## src/rtl/ddcgo_consts.vh

```
// Constants for the down-converter gain and over-range detect block.
`ifndef DDCGO_CONSTS_VH
`define DDCGO_CONSTS_VH
`define DDCGO_ADDR_GAIN      12'h210
`define DDCGO_ADDR_THR_I     12'h211
`define DDCGO_ADDR_THR_Q     12'h212
`define DDCGO_ADDR_OVERRANGE_CONFIG   12'h213
`define DDCGO_ADDR_IRQ_STAT  12'h218
`define DDCGO_ADDR_IRQ_EN    12'h219
`define DDCGO_ADDR_IRQ_CLR   12'h21A
`define DDCGO_RST_GAIN       8'h00
`define DDCGO_RST_THR_I      8'hF2
`define DDCGO_RST_THR_Q      8'hAB
`define DDCGO_RST_OVERRANGE_CONFIG    8'h07
`define DDCGO_RST_IRQ_EN     2'h0
`define DDCGO_GAIN_BIT       0
`define DDCGO_PIN_EN_BIT     3
`define DDCGO_EXP_HI         2
`define DDCGO_EXP_LO         0
`define DDCGO_STRETCH_BASE   11'h008
`define DDCGO_THR_SHIFT      7
`endif

```

## src/rtl/ddcgo_top.v

```verilog
// Down-converter output gain, over-range detection and over-range pin stretching.
// Notes on behaviour
// - Samples pass at unity gain with the gain bit clear and are doubled, saturating at full scale, when it is set.
// - Control bit 0 is set with each I sample whose magnitude reaches the I threshold.
// - Control bit 1 is set with each Q sample whose magnitude reaches the Q threshold.
// - Each 8-bit threshold is a fraction of full scale equal to its value over 256.
// - The pin setup register holds the pin enable at bit 3 and exponent at 2:0, reset 0x07.
// - All four flag pins are low while the pin enable is clear; link bits are unaffected.
// - Each pin pulse lasts at least 8 times two to the exponent clock cycles.
`timescale 1ns/1ps
`default_nettype none
`include "ddcgo_consts.vh"

module ddcgo_top (
    input  wire        sys_clk,
    input  wire        rst,
    input  wire        clkEn,
    input  wire        wb_cyc_i,
    input  wire        wb_stb_i,
    input  wire        wb_we_i,
    input  wire [13:0] wb_adr_i,
    input  wire [3:0]  wb_sel_i,
    input  wire [31:0] wb_dat_i,
    output reg  [31:0] wb_dat_o,
    output reg         wb_ack_o,
    input  wire        sampleValid,
    input  wire [15:0] sampleI,
    input  wire [15:0] sampleQ,
    output reg         outValid,
    output reg  [15:0] outI,
    output reg  [15:0] outQ,
    output reg  [1:0]  linkCtrlBits,
    output reg         channel_a_flag_pin0,
    output reg         channel_a_flag_pin1,
    output reg         channel_b_flag_pin0,
    output reg         channel_b_flag_pin1,
    output reg         irq
);

    reg  [7:0]  gainSetting_q;
    reg  [7:0]  thresholdI_q;
    reg  [7:0]  thresholdQ_q;
    reg  [7:0]  pinSetup_q;
    reg  [1:0]  irqStatus_q;
    reg  [1:0]  irqEnable_q;
    reg  [10:0] stretchCnt_q [0:1];
    reg  [31:0] rdData;
    reg  [1:0]  clrMask;
    wire [1:0]  overFlag;
    wire [15:0] gainI;
    wire [15:0] gainQ;
    wire [11:0] byteAddr;
    wire        busReq;
    wire        wrLane0;
    wire [10:0] stretchLen;

    // Saturating doubling, so a boosted sample clips instead of wrapping.
    function [15:0] boostSample;
        input [15:0] s;
        input        ddc_gain_a;
        begin
            if (!ddc_gain_a) begin
                boostSample = s;
            end else if (s[15] != s[14]) begin
                boostSample = s[15] ? 16'h8000 : 16'h7FFF;
            end else begin
                boostSample = {s[14:0], 1'b0};
            end
        end
    endfunction

    // Magnitude against threshold * full scale / 256; 0x8000 counts as full scale.
    // Full scale is 2^15, so the level is the threshold shifted up by seven bits.
    function overLevel;
        input [15:0] s;
        input [7:0]  thr;
        reg   [16:0] mag;
        begin
            mag = s[15] ? ({1'b0, ~s} + 17'h00001) : {1'b0, s};
            overLevel = (mag >= ({9'h000, thr} << `DDCGO_THR_SHIFT));
        end
    endfunction

    assign gainI = boostSample(sampleI, gainSetting_q[`DDCGO_GAIN_BIT]);
    assign gainQ = boostSample(sampleQ, gainSetting_q[`DDCGO_GAIN_BIT]);
    assign overFlag[0] = sampleValid & overLevel(gainI, thresholdI_q);
    assign overFlag[1] = sampleValid & overLevel(gainQ, thresholdQ_q);
    assign byteAddr = wb_adr_i[13:2];
    assign busReq = wb_cyc_i & wb_stb_i & ~wb_ack_o;
    assign wrLane0 = busReq & wb_we_i & wb_sel_i[0];
    assign stretchLen = `DDCGO_STRETCH_BASE << pinSetup_q[`DDCGO_EXP_HI:`DDCGO_EXP_LO];

    always @* begin
        rdData = 32'h00000000;
        clrMask = 2'h0;
        case (byteAddr)
            `DDCGO_ADDR_GAIN: begin
                rdData[7:0] = gainSetting_q;
            end
            `DDCGO_ADDR_THR_I: begin
                rdData[7:0] = thresholdI_q;
            end
            `DDCGO_ADDR_THR_Q: begin
                rdData[7:0] = thresholdQ_q;
            end
            `DDCGO_ADDR_OVERRANGE_CONFIG: begin
                rdData[7:0] = pinSetup_q;
            end
            `DDCGO_ADDR_IRQ_STAT: begin
                rdData[1:0] = irqStatus_q;
            end
            `DDCGO_ADDR_IRQ_EN: begin
                rdData[1:0] = irqEnable_q;
            end
            `DDCGO_ADDR_IRQ_CLR: begin
                clrMask = wrLane0 ? wb_dat_i[1:0] : 2'h0;
            end
            default: begin
                rdData = 32'h00000000;
            end
        endcase
    end

    // Register bus: one wait-free answer per request, unmapped reads give zero.
    always @(posedge sys_clk) begin
        if (rst) begin
            wb_ack_o      <= 1'b0;
            wb_dat_o      <= 32'h00000000;
            gainSetting_q <= `DDCGO_RST_GAIN;
            thresholdI_q  <= `DDCGO_RST_THR_I;
            thresholdQ_q  <= `DDCGO_RST_THR_Q;
            pinSetup_q    <= `DDCGO_RST_OVERRANGE_CONFIG;
            irqEnable_q   <= `DDCGO_RST_IRQ_EN;
            irqStatus_q   <= 2'h0;
            irq           <= 1'b0;
        end else if (clkEn) begin
            wb_ack_o <= busReq;
            wb_dat_o <= busReq ? rdData : 32'h00000000;
            if (wrLane0) begin
                case (byteAddr)
                    `DDCGO_ADDR_GAIN: begin
                        gainSetting_q <= wb_dat_i[7:0];
                    end
                    `DDCGO_ADDR_THR_I: begin
                        thresholdI_q <= wb_dat_i[7:0];
                    end
                    `DDCGO_ADDR_THR_Q: begin
                        thresholdQ_q <= wb_dat_i[7:0];
                    end
                    `DDCGO_ADDR_OVERRANGE_CONFIG: begin
                        pinSetup_q <= wb_dat_i[7:0];
                    end
                    `DDCGO_ADDR_IRQ_EN: begin
                        irqEnable_q <= wb_dat_i[1:0];
                    end
                    default: begin
                        irqEnable_q <= irqEnable_q;
                    end
                endcase
            end
            // A detection in the clearing cycle wins over the clear.
            irqStatus_q <= (irqStatus_q & ~clrMask) | overFlag;
            irq <= |(((irqStatus_q & ~clrMask) | overFlag) & irqEnable_q);
        end
    end

    // Sample path: gained samples with their over-range control bits, one cycle late.
    always @(posedge sys_clk) begin
        if (rst) begin
            outValid     <= 1'b0;
            outI         <= 16'h0000;
            outQ         <= 16'h0000;
            linkCtrlBits <= 2'h0;
        end else if (clkEn) begin
            outValid     <= sampleValid;
            outI         <= gainI;
            outQ         <= gainQ;
            linkCtrlBits <= overFlag;
        end
    end

    // Each channel holds its pin pair high for the stretch length after the last hit.
    genvar ch;
    generate
        for (ch = 0; ch < 2; ch = ch + 1) begin : gStretch
            always @(posedge sys_clk) begin
                if (rst) begin
                    stretchCnt_q[ch] <= 11'h000;
                end else if (clkEn) begin
                    if (overFlag[ch]) begin
                        stretchCnt_q[ch] <= stretchLen;
                    end else if (stretchCnt_q[ch] != 11'h000) begin
                        stretchCnt_q[ch] <= stretchCnt_q[ch] - 11'h001;
                    end
                end
            end
        end
    endgenerate

    // Channel A pins follow the I detector and channel B pins the Q detector.
    always @(posedge sys_clk) begin
        if (rst) begin
            channel_a_flag_pin0 <= 1'b0;
            channel_a_flag_pin1 <= 1'b0;
            channel_b_flag_pin0 <= 1'b0;
            channel_b_flag_pin1 <= 1'b0;
        end else if (clkEn) begin
            channel_a_flag_pin0 <= pinSetup_q[`DDCGO_PIN_EN_BIT]
                                   & (overFlag[0] | (stretchCnt_q[0] > 11'h001));
            channel_a_flag_pin1 <= pinSetup_q[`DDCGO_PIN_EN_BIT]
                                   & (overFlag[0] | (stretchCnt_q[0] > 11'h001));
            channel_b_flag_pin0 <= pinSetup_q[`DDCGO_PIN_EN_BIT]
                                   & (overFlag[1] | (stretchCnt_q[1] > 11'h001));
            channel_b_flag_pin1 <= pinSetup_q[`DDCGO_PIN_EN_BIT]
                                   & (overFlag[1] | (stretchCnt_q[1] > 11'h001));
        end
    end

endmodule // ddcgo_top
`default_nettype wire

```

## config.mk

```make
export PLATFORM = sky130hd
export DESIGN_NAME = ddcgo_top
export DESIGN_NICKNAME = d
export VERILOG_FILES = /design/src/rtl/ddcgo_top.v
export VERILOG_INCLUDE_DIRS = /design/src /design/src/rtl
export SDC_FILE = /design/constraint.sdc
export NUM_CORES = 1
export LEC_CHECK = 0
export ABC_AREA = 1
export BUFFER_PORTS_ARGS = -buffer_cell sky130_fd_sc_hd__buf_2
export CAP_MARGIN = 5
export CORE_MARGIN = 2
export CORE_UTILIZATION = 59
export CTS_BUF_LIST = sky130_fd_sc_hd__clkbuf_16
export CTS_CLUSTER_SIZE = 24
export DETAILED_ROUTE_END_ITERATION = 8
export PLACE_DENSITY = 0.84
export SLEW_MARGIN = 40
export SYNTH_ARGS = -nofsm -noshare
export SYNTH_HDL_FRONTEND = slang
export SYNTH_SLANG_ARGS = --single-unit
```

## constraint.sdc

```tcl
create_clock -name sys_clk -period 9.9 [get_ports sys_clk]
set_input_delay 1.98 -clock sys_clk [delete_from_list [all_inputs] [get_ports sys_clk]]
set_output_delay 1.98 -clock sys_clk [all_outputs]
set_load 0.05 [all_outputs]
```

==> flow_metrics.py <==
metrics = {
    "run_status": {
        "status": "finished, final reports clean",
    },
    "synthesis": {
        "synthMuxAreaShare_pct": 0,
        "yosys_register_bits": 105,
        "yosysWarnings": 0,
        "yosys.area_share.simple_pct": 25.9,
        "synth_compound_area_share_pct": 18.6,
        "yosysUniqueCellTypes": 45,
        "synthAdderAreaFrac_pct": 5.09,
        "syn_avg_cell_area_sq_um": 7.03,
        "synthXorXnorAreaFrac_pct": 3.83,
        "synth_top_family_by_area": "simple AND/OR/NAND/NOR gates",
        "netlist_area_sq_um": 6640,
        "netlist_instances": 944,
        "ys_seq_area_share_pct": 35.0,
    },
    "cts": {
        "root_buffer": "clkbuf_16",
        "hold_buffers": 0,
        "clk_pin_slew_worst_paths_ns": 0.07,
        "htree_num_levels": 3,
        "post_cts_buffers": 0,
        "insertion_delay_ns": 0.35,
        "cts_buffers": 9,
        "cts.sinks": 105,
        "cts_resized": 0,
        "clockBufferDepth": 2,
        "cts_tree": "built",
    },
    "critical_path": {
        "crit_required_ns": 9.89,
        "crit_buf_inv": 5,
        "start_kind": "input port",
        "crit_family": "simple AND/OR/NAND/NOR gates",
        "worst-setup-path-type": "input port to register",
        "cp_common_cell": "nand2_1",
        "slowest_stage": "ha_1",
        "arrival_ns": 6.52,
        "worst_path_largest_cell_delay_ns": 0.60,
        "path_max_fanout": 15,
        "endpoint_kind": "register",
    },
    "die": {
        "pin_count": 162,
        "die_height_microns": 110,
        "dieArea_sq_um": 12100,
        "row_count": 38,
        "initial_core_util_pct": 60.9,
        "die_w_microns": 110,
        "core_area_sq_um": 10900,
    },
    "global_route": {
        "busiest_layer": "met2",
        "met2_usage_pct": 44.0,
        "track_usage_pct": 26.4,
        "grt_overflow_total": 0,
        "grtUsageMet1_pct": 34.2,
        "antenna_found_initial": 1,
        "grt_first_pass_wirelength_microns": 25500,
        "grt_pass1_vias": 5609,
        "grt_use_met3_pct": 5.58,
        "grt_max_degree": 71,
    },
    "pwr": {
        "report.power.total_mw": 1.04,
        "seqPwrFrac_pct": 45.2,
        "p_clk_share_pct": 34.8,
        "p_per_area_nw_per_um2": 140,
        "ir_worst_vdd_mv": 0.0817,
        "intPower_mw": 0.712,
        "p_comb_share_pct": 20.0,
        "p_sw_share_pct": 31.3,
        "p_leak_nw": 3.51,
        "switchingPower_mw": 0.325,
    },
    "timing": {
        "tightest_slew_ns": 0.739,
        "fin_worst_skew_ns": 0.00446,
        "fin_crit_sh_pct": 66.0,
        "finalSetupTns_ns": 0,
        "hold_violations": 0,
        "whs_ns": 0.464,
        "max_freq_ghz": 0.153,
        "fin_crit_ns": 6.53,
        "slew_headroom_pct": 50.3,
        "rsz0062_at_grt": "no",
        "drv_slew": 0,
        "setup_violations": 0,
    },
    "final_layout": {
        "design_area_sq_um": 7420,
        "syn_to_final_growth_pct": 11.8,
        "drive_gt1_share_pct": 17.8,
        "antennaDiodeCount": 0,
        "fin_util_pct": 68.1,
        "fill_cells": 967,
        "fin_nets": 1148,
    },
    "placed_design": {
        "port_buffers": 108,
        "gp_congestion": 0.872,
        "dp_hpwl_microns": 11500,
        "placed_area_sq_um": 7120,
    },
    "min_path": {
        "min_path_type": "register to register",
    },
    "route": {
        "routed_wl_microns": 15400,
        "dr.pass1.iters": 5,
        "vias_per_cell": 5.30,
        "first_iter_violations": 382,
        "vias": 6234,
        "drc_errors": 0,
        "detail-route-antenna-nets": 0,
        "avgRoutedWirePerCell_microns": 13.1,
    },
    "job": {
        "maxCapViolations": 0,
    },
}
## tightest hold or removal path: stages (launching register included)
cell and delay, ns:
dfxtp_1 0.31, nand2_1 0.06, a21oi_1 0.05
## cell usage in the layout, fill, tap and decap left out, types with 2 or more instances in the layout
cell	Yosys	layout
o31ai_1	3	3
a21oi_2	4	4
or2_2	7	7
nand3b_1	2	2
o211ai_1	16	16
nand2_2	18	18
nand2_4	3	3
nor2_2	5	9
a31oi_1	2	2
nor2_1	69	65
o21bai_1	2	2
conb_1	1	24
buf_4	29	3
nand2_1	211	211
clkbuf_16	0	9
o21ai_1	18	18
a21oi_1	76	76
inv_2	5	5
clkinv_1	1	3
ha_1	27	27
nor4_1	2	2
inv_4	1	2
dfxtp_1	83	83
buf_2	6	109
xnor2_1	18	18
inv_6	0	2
xor2_1	11	11
nor3_1	26	26
inv_1	103	103
a21boi_0	2	2
o21ai_2	6	6
o21ai_0	88	88
or2_1	2	2
nand3_1	32	32
edfxtp_1	22	22
o22ai_1	3	3
nand4_1	9	9
## power groups by stage
stage          Sequential (mW)  Clock (mW)  Combinational [mW]
2_1_floorplan            0.510           0               0.134
3_3_place_gp             0.478           0               0.202
3_5_place_dp             0.478           0               0.207
4_1_cts                  0.469       0.363               0.207
5_1_grt                  0.471       0.382               0.231
6_report                 0.469       0.361               0.207
## synthesized netlist by cell type (all sizes together)
library cell / n / share of area (%)
nand2: 232 / 14
o21ai: 112 / 8.8
inv: 109 / 6.2
dfxtp: 83 / 25
a21oi: 80 / 6.3
nor2: 76 / 4.8
buf: 37 / 4.1
nand3: 33 / 2.6
ha: 27 / 5.1
nor3: 27 / 2.1
edfxtp: 22 / 10
clkbuf: 21 / 1.2
xnor2: 18 / 2.4
o211ai: 16 / 1.8
xor2: 11 / 1.5
nand4: 9 / 0.85
or2: 9 / 0.85
a31oi: 3 / 0.38
o21bai: 3 / 0.40
o22ai: 3 / 0.28
o31ai: 3 / 0.34
a21boi: 2 / 0.23
nand3b: 2 / 0.23
nor4: 2 / 0.19
clkinv: 1 / 0.057
conb: 1 / 0.057
nor3b: 1 / 0.11
o2111ai: 1 / 0.13
## final timing paths
| path | depth (start not counted) | end | from | slack [ns] |
|---|---|---|---|---|
| worst max register to register | 25 | stretchCnt_q[1][8] | gainSetting_q[0] | 5.25 |
| worst min-delay path | 2 | wb_dat_o[1] | wb_dat_o[1] | 0.46 |
| worst max-delay path | 27 | stretchCnt_q[1][8] | sampleQ[15] | 3.37 |
| worst min register to register | 2 | wb_dat_o[1] | wb_dat_o[1] | 0.46 |
## cell type report
type | instances | area (sq um) | area share, %
clock buffer | 9 | 225 | 3.04
clock inverter | 7 | 66.3 | 0.894
inverter | 110 | 415 | 5.60
multi-input combinational | 694 | 3640 | 49.1
sequential | 105 | 2320 | 31.3
tap | 140 | 175 | 2.36
timing repair buffer | 112 | 568 | 7.66
## metal layers
layer,vias up,routed length (microns),part of all wire (%)
met4,2,270,1.8
met2,198,7010,45
met3,29,1090,7.0
met5,-,14,0.091
li1,3236,-,-
met1,2769,7040,46
## registers in the layout, indices dropped and copies added, names as in the netlist
| signal | flops |
|---|---|
| gainSetting_q | 8 |
| channel_a_flag_pin1 | 1 |
| irqEnable_q | 2 |
| thresholdQ_q | 8 |
| thresholdI_q | 8 |
| wb_ack_o | 1 |
| wb_dat_o | 8 |
| channel_b_flag_pin1 | 1 |
| irq | 1 |
| outI | 16 |
| pinSetup_q | 8 |
| outValid | 1 |
| outQ | 16 |
| linkCtrlBits | 2 |
| irqStatus_q | 2 |
| stretchCnt_q | 22 |
## cells by family (layout without fill, tap and decap cells)
| family | after synthesis | after routing |
|---|---|---|
| AOI/OAI and AO/OA | 223 | 223 |
| buffers and inverters | 168 | 238 |
| adders and majority gates | 27 | 27 |
| and+or+nand+nor | 391 | 391 |
| other | 1 | 24 |
| xor gates and xnor gates | 29 | 29 |
| DFF | 105 | 105 |
## through the flow
step                setup slack, ns  instances
floorplan                      4.08        967
global placement               3.00       1160
detailed placement             3.01       1161
CTS                            3.36       1177
global route                   2.85       1177
finish                         3.37       1177
Note: power is estimated with default switching activity, not from simulation.
